[config.mk]
export PLATFORM = sky130hd
export DESIGN_NAME = dwq_core
export DESIGN_NICKNAME = d
export VERILOG_FILES = /design/src/dwq_core.v
export VERILOG_INCLUDE_DIRS = /design/src
export SDC_FILE = /design/constraint.sdc
export NUM_CORES = 1
export LEC_CHECK = 0
export ABC_AREA = 0
export BUFFER_PORTS_ARGS = -buffer_cell sky130_fd_sc_hd__buf_2
export CORE_MARGIN = 10
export CORE_UTILIZATION = 50
export DETAILED_ROUTE_END_ITERATION = 6
export GPL_TIMING_DRIVEN = 0
export PLACE_DENSITY_LB_ADDON = 0.1
export SLEW_MARGIN = 20
export SYNTH_ARGS = -nofsm -noshare
export SYNTH_HDL_FRONTEND = slang
export SYNTH_SLANG_ARGS = --single-unit
[constraint.sdc]
create_clock -name SYS_CLK -period 4.8 [get_ports SYS_CLK]
set_clock_uncertainty 0.15 [all_clocks]
set_input_delay 0.48 -clock SYS_CLK [delete_from_list [all_inputs] [get_ports SYS_CLK]]
set_output_delay 0.48 -clock SYS_CLK [all_outputs]
set_load 0.02 [all_outputs]
[src/dwq_defines.vh]
// register offsets, bit positions, opcodes and reset values for the write command block
`ifndef DWQ_DEFINES_VH
`define DWQ_DEFINES_VH
// wishbone word offsets (byte addresses)
`define DWQ_OFF_ERROR 8'h04
`define DWQ_OFF_COUNT 8'h08
`define DWQ_OFF_ADDR_LOW 8'h0C
`define DWQ_OFF_ADDR_MID 8'h10
`define DWQ_OFF_ADDR_HIGH 8'h14
`define DWQ_OFF_DRIVE 8'h18
`define DWQ_OFF_STATE 8'h1C
`define DWQ_OFF_LENGTH 8'h20
`define DWQ_OFF_OPCODE 8'h24
`define DWQ_OFF_EVENT 8'h28
`define DWQ_OFF_CONFIG 8'h2C
`define DWQ_OFF_INFO 8'h30
// error register bits
`define DWQ_ERR_CRC 7
`define DWQ_ERR_WP 6
`define DWQ_ERR_MC 5
`define DWQ_ERR_ID_NOT_FOUND 4
`define DWQ_ERR_MCR 3
`define DWQ_ERR_CMD_ABORTED 2
`define DWQ_ERR_NM 1
// status register bits
`define DWQ_ST_BUSY 7
`define DWQ_ST_READY 6
`define DWQ_ST_FAULT 5
`define DWQ_ST_SERVICE_PENDING_FLAG 4
`define DWQ_ST_DRQ 3
`define DWQ_ST_ERR 0
// count register bits in queued images
`define DWQ_CT_REL 2
`define DWQ_CT_IO 1
`define DWQ_CT_CD 0
// head register lba select bit
`define DWQ_DH_LBA 6
// opcodes
`define DWQ_OP_WRITE_DMA 8'hCA
`define DWQ_OP_WRITE_QUEUED 8'hCC
`define DWQ_OP_SERVICE 8'hA2
`define DWQ_OP_MEDIA_STATUS 8'hDA
// reset values and sector count constants
`define DWQ_RST_STATE 8'h40
`define DWQ_RST_ZERO 8'h00
`define DWQ_ZERO_COUNT 8'h00
`define DWQ_FULL_COUNT 9'h100
// event register bits (software models the media and transfer engine)
`define DWQ_EV_DONE 0
`define DWQ_EV_FAIL 1
`define DWQ_EV_CRC 2
`define DWQ_EV_UDMA 3
`define DWQ_EV_RANGE 4
`define DWQ_EV_NOTFOUND 5
`define DWQ_EV_FAULT 6
`define DWQ_EV_READY 7
`define DWQ_EV_RELEASE 8
`define DWQ_EV_START 9
`define DWQ_EV_OTHER 10
`define DWQ_EV_MCHG 11
`define DWQ_EV_MREQ 12
// config register bits
`define DWQ_CF_QUEUE 0
`define DWQ_CF_PACKET 1
`define DWQ_CF_REMOVABLE 2
`define DWQ_CF_WPROT 3
`define DWQ_CF_NOMEDIA 4
`define DWQ_CF_GEOBAD 5
`endif

[src/dwq_core.v]
// write dma and queued write dma command interpreter with wishbone register file
//
// How it works
// RULE1 - error ends command, address registers hold failing sector; only address low and mid are loaded, address high and drive keep the start
// RULE2 - interface crc error sets error bit 7
// RULE3 - write protected media sets error bit 6
// RULE4 - media change sets bit 5, clears pending state
// RULE5 - missing sector or bad geometry sets bit 4
// RULE6 - change request sets bit 3 until media access
// RULE7 - unsupported, ultra dma or range error abort
// RULE8 - absent media sets error bit 1
// RULE9 - error image: ready, fault, summary, no busy
// RULE10 - host waits ready and sets dma channel
// RULE11 - queued opcode accepted unless packet device
// RULE12 - queued count from features, zero means 256
// RULE13 - tag from count bits 7:3, 0..31
// RULE14 - start address lba or chs by bit 6
// RULE15 - transfer now or after service command
// RULE16 - data image shows tag, release, io low
// RULE17 - data start: ready, request set, busy clear
// RULE18 - bus release image with tag and release
// RULE19 - service flag zero until command ready
// RULE20 - ready released command sets only service flag
// RULE21 - host resumes released command by service command
// RULE22 - no release once data transfer started
// RULE23 - completion: release clear, io and cd set
// RULE24 - image stable except on command or transition
//
// Register access over Wishbone and the placing of the registers were left to the implementer.
`timescale 1ns/1ps
`include "dwq_defines.vh"
module dwq_core #(
  parameter INFO_CODE = 8'h5A // arbitrary identification value
) (
  input wire SYS_CLK,
  input wire RESET_N,
  input wire WB_CYC_I,
  input wire WB_STB_I,
  input wire WB_WE_I,
  input wire [7:0] WB_ADR_I,
  input wire [3:0] WB_SEL_I,
  input wire [31:0] WB_DAT_I,
  output reg [31:0] WB_DAT_O,
  output reg WB_ACK_O,
  output reg WB_ERR_O,
  output reg XFER_ACTIVE,
  output reg [8:0] XFER_SECTORS,
  output reg [27:0] XFER_START,
  output reg XFER_LBA
);
  // command phases
  localparam ST_IDLE = 3'd0;
  localparam ST_EXEC = 3'd1;
  localparam ST_RELEASED = 3'd2;
  localparam ST_DATA = 3'd3;
  localparam ST_SERVICE_PENDING_FLAG_WAIT = 3'd4;

  reg [2:0] state;
  reg [7:0] error_report;
  reg [7:0] count_tag_reason;
  reg [7:0] address_low;
  reg [7:0] address_mid;
  reg [7:0] address_high;
  reg [7:0] drive_and_address_top;
  reg [7:0] device_state;
  reg [7:0] transfer_length;
  reg [5:0] config_bits;
  reg queued;
  reg [4:0] tag;
  reg media_change_pending;
  reg media_req;
  reg other_ready;

  // bus decode: one cycle request, ack next edge, drop after
  wire bus_req = WB_CYC_I & WB_STB_I & ~WB_ACK_O & ~WB_ERR_O;
  wire wr = bus_req & WB_WE_I & WB_SEL_I[0];
  wire [4:0] tag_field = queued & config_bits[`DWQ_CF_QUEUE] ? tag : 5'h00;

  function known_offset;
    input [7:0] a;
    begin
      case (a)
        `DWQ_OFF_ERROR, `DWQ_OFF_COUNT, `DWQ_OFF_ADDR_LOW, `DWQ_OFF_ADDR_MID,
        `DWQ_OFF_ADDR_HIGH, `DWQ_OFF_DRIVE, `DWQ_OFF_STATE, `DWQ_OFF_LENGTH,
        `DWQ_OFF_OPCODE, `DWQ_OFF_EVENT, `DWQ_OFF_CONFIG, `DWQ_OFF_INFO: known_offset = 1'b1;
        default: known_offset = 1'b0;
      endcase
    end
  endfunction

  // events are write pulses on the event register
  wire ev_wr = wr & (WB_ADR_I == `DWQ_OFF_EVENT) & WB_SEL_I[1];
  wire [15:0] ev = ev_wr ? WB_DAT_I[15:0] : 16'h0000;
  wire op_wr = wr & (WB_ADR_I == `DWQ_OFF_OPCODE);
  wire [7:0] opcode = WB_DAT_I[7:0];
  wire busy = device_state[`DWQ_ST_BUSY];
  // host writes to command block only honoured while not busy
  wire blk_wr = wr & ~busy;

  // error image built from the failure causes
  reg [7:0] next_error;
  always @* begin
    next_error = `DWQ_RST_ZERO;
    next_error[`DWQ_ERR_CRC] = ev[`DWQ_EV_CRC]; // [RULE2]
    next_error[`DWQ_ERR_WP] = config_bits[`DWQ_CF_REMOVABLE] & config_bits[`DWQ_CF_WPROT]; // [RULE3]
    next_error[`DWQ_ERR_MC] = media_change_pending; // [RULE4]
    next_error[`DWQ_ERR_ID_NOT_FOUND] = ev[`DWQ_EV_NOTFOUND] | config_bits[`DWQ_CF_GEOBAD]; // [RULE5]
    next_error[`DWQ_ERR_MCR] = media_req; // [RULE6]
    // range error aborts only when not reported as not found
    next_error[`DWQ_ERR_CMD_ABORTED] = ev[`DWQ_EV_CRC] | ev[`DWQ_EV_UDMA] |
      (ev[`DWQ_EV_RANGE] & ~ev[`DWQ_EV_NOTFOUND]); // [RULE7]
    next_error[`DWQ_ERR_NM] = config_bits[`DWQ_CF_REMOVABLE] & config_bits[`DWQ_CF_NOMEDIA]; // [RULE8]
  end

  wire opcode_ok = (opcode == `DWQ_OP_WRITE_DMA) |
    ((opcode == `DWQ_OP_WRITE_QUEUED) & ~config_bits[`DWQ_CF_PACKET]); // [RULE11]
  // media conditions fail the command at once
  wire media_fail = next_error[`DWQ_ERR_WP] | next_error[`DWQ_ERR_NM] |
    next_error[`DWQ_ERR_ID_NOT_FOUND];

  // main command sequencer and register images
  always @(posedge SYS_CLK or negedge RESET_N) begin
    if (!RESET_N) begin
      state <= ST_IDLE;
      error_report <= `DWQ_RST_ZERO;
      count_tag_reason <= `DWQ_RST_ZERO;
      address_low <= `DWQ_RST_ZERO;
      address_mid <= `DWQ_RST_ZERO;
      address_high <= `DWQ_RST_ZERO;
      drive_and_address_top <= `DWQ_RST_ZERO;
      device_state <= `DWQ_RST_STATE;
      transfer_length <= `DWQ_RST_ZERO;
      config_bits <= 6'h00;
      queued <= 1'b0;
      tag <= 5'h00;
      media_change_pending <= 1'b0;
      media_req <= 1'b0;
      other_ready <= 1'b0;
      XFER_ACTIVE <= 1'b0;
      XFER_SECTORS <= 9'h000;
      XFER_START <= 28'h0000000;
      XFER_LBA <= 1'b0;
    end else begin
      // host loads the command block while busy is clear; image otherwise held [RULE24]
      if (blk_wr && WB_ADR_I == `DWQ_OFF_COUNT) count_tag_reason <= WB_DAT_I[7:0];
      if (blk_wr && WB_ADR_I == `DWQ_OFF_ADDR_LOW) address_low <= WB_DAT_I[7:0];
      if (blk_wr && WB_ADR_I == `DWQ_OFF_ADDR_MID) address_mid <= WB_DAT_I[7:0];
      if (blk_wr && WB_ADR_I == `DWQ_OFF_ADDR_HIGH) address_high <= WB_DAT_I[7:0];
      if (blk_wr && WB_ADR_I == `DWQ_OFF_DRIVE) drive_and_address_top <= WB_DAT_I[7:0];
      if (blk_wr && WB_ADR_I == `DWQ_OFF_LENGTH) transfer_length <= WB_DAT_I[7:0];
      if (wr && WB_ADR_I == `DWQ_OFF_CONFIG) config_bits <= WB_DAT_I[5:0];
      if (ev[`DWQ_EV_OTHER]) other_ready <= WB_DAT_I[13];
      // media change state: new change wins over clearing
      if (ev[`DWQ_EV_MCHG]) media_change_pending <= 1'b1;
      else if (op_wr && !busy && opcode_ok) media_change_pending <= 1'b0; // [RULE4]
      // request flag cleared only by status query or media access
      if (ev[`DWQ_EV_MREQ]) media_req <= 1'b1; // [RULE6]
      else if (op_wr && !busy && (opcode_ok || opcode == `DWQ_OP_MEDIA_STATUS)) media_req <= 1'b0;
      case (state)
        ST_IDLE, ST_RELEASED: begin
          if (state == ST_RELEASED && ev[`DWQ_EV_READY]) begin
            device_state[`DWQ_ST_SERVICE_PENDING_FLAG] <= 1'b1; // [RULE20] [RULE19]
            state <= ST_SERVICE_PENDING_FLAG_WAIT;
          end else if (op_wr && !busy) begin
            if (opcode_ok && !(state == ST_RELEASED)) begin
              queued <= opcode == `DWQ_OP_WRITE_QUEUED;
              tag <= count_tag_reason[7:3]; // [RULE13]
              XFER_SECTORS <= (opcode == `DWQ_OP_WRITE_QUEUED ? transfer_length : count_tag_reason)
                == `DWQ_ZERO_COUNT ? `DWQ_FULL_COUNT :
                {1'b0, opcode == `DWQ_OP_WRITE_QUEUED ? transfer_length : count_tag_reason}; // [RULE12]
              XFER_START <= {drive_and_address_top[3:0], address_high, address_mid, address_low};
              XFER_LBA <= drive_and_address_top[`DWQ_DH_LBA]; // [RULE14]
              error_report <= `DWQ_RST_ZERO;
              if (media_fail) begin
                error_report <= next_error;
                device_state <= 8'h41; // [RULE9]
              end else begin
                device_state <= 8'h80 | (device_state & 8'h40);
                state <= ST_EXEC;
              end
            end else begin
              // unsupported command, or any command while released: abort with error image
              error_report <= 8'h04; // [RULE7]
              device_state <= {1'b0, 1'b1, 1'b0, device_state[`DWQ_ST_SERVICE_PENDING_FLAG], 3'b000, 1'b1}; // [RULE9]
            end
          end
        end
        ST_SERVICE_PENDING_FLAG_WAIT: begin
          if (op_wr && opcode == `DWQ_OP_SERVICE) begin // [RULE21]
            device_state <= 8'h48;
            count_tag_reason <= {tag_field, 3'b000};
            XFER_ACTIVE <= 1'b1;
            other_ready <= 1'b0;
            state <= ST_DATA; // [RULE15] [RULE20]
          end
        end
        ST_EXEC: begin
          if (ev[`DWQ_EV_RELEASE] && queued) begin
            count_tag_reason <= {tag_field, 3'b100}; // [RULE18]
            device_state <= {1'b0, 1'b1, 1'b0, other_ready, 4'b0000}; // [RULE18] [RULE19]
            state <= ST_RELEASED;
          end else if (ev[`DWQ_EV_START]) begin
            // data image: tag, release clear, host to device [RULE16]
            if (queued) count_tag_reason <= {tag_field, 3'b000};
            device_state <= {1'b0, 1'b1, 1'b0, queued & other_ready, 1'b1, 3'b000}; // [RULE17]
            XFER_ACTIVE <= 1'b1;
            state <= ST_DATA;
          end else if (ev[`DWQ_EV_FAIL]) begin
            error_report <= next_error;
            device_state <= {2'b01, ev[`DWQ_EV_FAULT], 4'b0000, |next_error}; // [RULE9]
            state <= ST_IDLE;
          end
        end
        ST_DATA: begin
          // release events ignored once data moves [RULE22]
          if (ev[`DWQ_EV_FAIL]) begin
            error_report <= next_error;
            address_low <= WB_DAT_I[23:16]; // failing sector address [RULE1]
            address_mid <= WB_DAT_I[31:24];
            device_state <= {2'b01, ev[`DWQ_EV_FAULT], queued & other_ready, 3'b000,
              |next_error}; // [RULE9]
            if (queued) count_tag_reason <= {tag_field, 3'b011};
            XFER_ACTIVE <= 1'b0;
            state <= ST_IDLE;
          end else if (ev[`DWQ_EV_DONE]) begin
            if (queued) count_tag_reason <= {tag_field, 3'b011}; // [RULE23]
            device_state <= {3'b010, queued & other_ready, 4'b0000};
            XFER_ACTIVE <= 1'b0;
            state <= ST_IDLE;
          end
        end
        default: state <= ST_IDLE;
      endcase
    end
  end

  // wishbone answer: ack or err one cycle after request
  always @(posedge SYS_CLK or negedge RESET_N) begin
    if (!RESET_N) begin
      WB_ACK_O <= 1'b0;
      WB_ERR_O <= 1'b0;
      WB_DAT_O <= 32'h00000000;
    end else begin
      WB_ACK_O <= bus_req & known_offset(WB_ADR_I);
      WB_ERR_O <= bus_req & ~known_offset(WB_ADR_I);
      WB_DAT_O <= 32'h00000000;
      if (bus_req && !WB_WE_I) begin
        case (WB_ADR_I)
          `DWQ_OFF_ERROR: WB_DAT_O[7:0] <= error_report;
          `DWQ_OFF_COUNT: WB_DAT_O[7:0] <= count_tag_reason;
          `DWQ_OFF_ADDR_LOW: WB_DAT_O[7:0] <= address_low;
          `DWQ_OFF_ADDR_MID: WB_DAT_O[7:0] <= address_mid;
          `DWQ_OFF_ADDR_HIGH: WB_DAT_O[7:0] <= address_high;
          `DWQ_OFF_DRIVE: WB_DAT_O[7:0] <= drive_and_address_top;
          `DWQ_OFF_STATE: WB_DAT_O[7:0] <= device_state;
          `DWQ_OFF_CONFIG: WB_DAT_O[7:0] <= {2'b00, config_bits};
          `DWQ_OFF_INFO: WB_DAT_O[7:0] <= INFO_CODE;
          default: WB_DAT_O <= 32'h00000000;
        endcase
      end
    end
  end
endmodule // dwq_core

==> out/metrics.yaml <==
status: "finished, final reports clean"
h-tree-depth: 4
post-route-drc-count: 0
die_h_um: 134
dieArea_mm2: 0.0180
mostFrequentLayoutCells: "dfrtp_1, buf_2, mux2_2"
syn2layout_area_growth_pct: 21.7
crit_buf_inv: 4
wl_per_cell_um: 22.9
cp_slowest_cell: "clkbuf_1"
synth_area_mm2: 0.00652
synth-edff-count: 0
period_minus_slack_ns: 2.90
grt_setup_unrepaired: "false"
irDropWorstVdd_mv: 0.287
cp-end-kind: "flop"
path_cells: "buf_2 -> buf_2 -> nor4b_4 -> and4_1 -> clkbuf_1 -> nand4_1 -> clkbuf_1 -> nor2_1 -> a21oi_1"
yosysWarnings: 0
grt_first_pass_wirelength_mm: 32.9
final_common_cell: "dfrtp_1"
max_freq_mhz: 345
cts-root-buf: "clkbuf_16"
cts_buffers: 17
firstDrtPassIters: 7
cts_tree: "built"
gp_congestion: 0.917
critPathArrivalTime_ns: 3.04
drt_iter0_drc: 432
grt_overflow: 0
fin_crit_sh: 0.604
cts.sinks: 128
crit_type: "in -> reg"
ios: 122
finalPower_mw: 2.61
clk_latency_ns: 0.43
diodes: 0
worst_slew_pin_slew_ns: 0.918
fp.dieW_um: 134
postPlaceCellArea_mm2: 0.00731
wl_met2_mm: 11.0
grt_max_degree: 71
topRoutingLayerUsed: "met4"
grt_use_total: 0.237
cp_max_fo: 10
setup_viol: 0
hp-class: "in -> reg"
path_clk_slew_ns: 0.06
critical-path-top-delay-family: "simple AND/OR/NAND/NOR gates"
ys_types: 73
synth.avg_cell_area_um2: 10.7
hold_violations: 0
antenna_found_initial: 0
stdcell_area_mm2: 0.00794
start_kind: "primary input"
slew_headroom: 0.383
portBuffers: 89
clk_path_buf_depth: 2
routed_via_density: 5.87
vias: 5452
wl_mm: 21.3
grt_pass1_vias: 5518
drive_gt1_frac: 0.321
synthArstFlopShare: 1.00
worstPathRequired_ns: 4.94
initial_core_util: 0.513
crit_path_max_incr_delay_ns: 0.49
final_nets: 794
hpwlAfterDp_mm: 15.7
netlist_instances: 612
ys_ff_latch: 128
slew_viol_final: 0
rows: 41
p_leak_nw: 4.10
yosysSeqAreaShare: 0.491
yosys_most_used_dff: "dfrtp_1"
coreArea_mm2: 0.0127
wirelength_met1_mm: 8.77
wl_met3_mm: 1.33
tns_ns: 0
power_density_mw_per_mm2: 329
n_fill_cell: 1079
max-cap-violations: 0
drt.antenna.violating_nets: 0
## cell families after synthesis
family / count (synthesis) / synth area share
AND/OR/NAND/NOR: 181 / 0.146
AO/OA/AOI/OAI: 133 / 0.133
flip-flops: 128 / 0.491
multiplexers: 104 / 0.174
buffers and inverters: 65 / 0.0539
other: 1 / 0.000575
## stage by stage
step           hold slack (ns)   util  setup slack [ns]  std cells
6_report                 0.118  0.624              1.90        929
5_1_grt                  0.110  0.624              1.77        929
4_1_cts                  0.109  0.624              1.61        929
3_5_place_dp             0.313  0.574              1.52        897
3_3_place_gp             0.299  0.571              1.50        896
2_1_floorplan           0.0344      -              2.20        635
## repair_timing
| action | 4_1_cts | 5_1_grt |
|---|---|---|
| hold endpoints to repair | 69 | 0 |
| buffers inserted | 0 | 0 |
| resized for setup | 0 | 0 |
| hold buffers | 1 | 0 |
## cell type report
type | count | area (um^2) | share of cell area
Buffer | 58 | 325 | 0.0410
Clock buffer | 18 | 429 | 0.0541
Clock inverter | 13 | 186 | 0.0235
Inverter | 7 | 26.3 | 0.00331
Multi-Input combinational cell | 442 | 3060 | 0.386
Sequential cell | 128 | 3200 | 0.404
Tap cell | 172 | 215 | 0.0271
Timing Repair Buffer | 91 | 489 | 0.0616
## path summary, 6_finish.rpt
kind | to | slack [ns] | startpoint | cells after the start
max reg2reg | transfer_length[4] | 1.94 | WB_ERR_O | 5
max | address_low[1] | 1.90 | WB_ADR_I[4] | 9
max in group asynchronous | device_state[6] | 3.23 | RESET_N | 3
min | media_req | 0.12 | WB_DAT_I[12] | 2
min reg2reg | XFER_SECTORS[4] | 0.33 | XFER_SECTORS[4] | 2
min in group asynchronous | XFER_SECTORS[0] | 0.52 | RESET_N | 2
## layer usage
layer	GRT usage	vias to the layer above
met2	0.409	214
met4	0.0526	0
met3	0.0594	20
li1	-	2467
met1	0.291	2751
met5	0	-
## worst register-to-register path, cell delays in order, from the launching register on
cell	delay, ns
dfrtp_1	0.39
nand4bb_1	0.37
nor3_2	0.63
and4_1	0.39
clkbuf_1	0.42
mux2_2	0.40
## flip-flops by register name, indices dropped and copies added, names as in the netlist, 3 cells and up
register / count
XFER_START: 28
XFER_SECTORS: 9
WB_DAT_O: 8
address_high: 8
address_low: 8
address_mid: 8
count_tag_reason: 8
drive_and_address_top: 8
transfer_length: 8
error_report: 7
config_bits: 6
device_state: 6
tag: 5
state: 3
## cell usage after synthesis (all sizes together) (5+ instances only)
master    n  share of area
clkbuf   23          0.013
inv       7         0.0040
nand3    14          0.011
a21o      9          0.010
o21ai    37          0.031
mux2i    36          0.055
a22o      5         0.0067
nand4    10          0.012
nor4      6         0.0058
nor2     53          0.032
nand2    54          0.031
nor3      9         0.0069
a221oi    5         0.0067
a21oi    42          0.033
dfrtp   127           0.49
buf      35          0.037
a22oi     7         0.0081
mux2     67           0.12
## power by group
part / internal, mW / switching [mW] / leakage, nW
Sequential: 1.08 / 0.00457 / 1.78
Clock: 0.869 / 0.504 / 0.301
Combinational: 0.0483 / 0.0994 / 2.01
No activity file was read; power rests on OpenSTA's default activity.
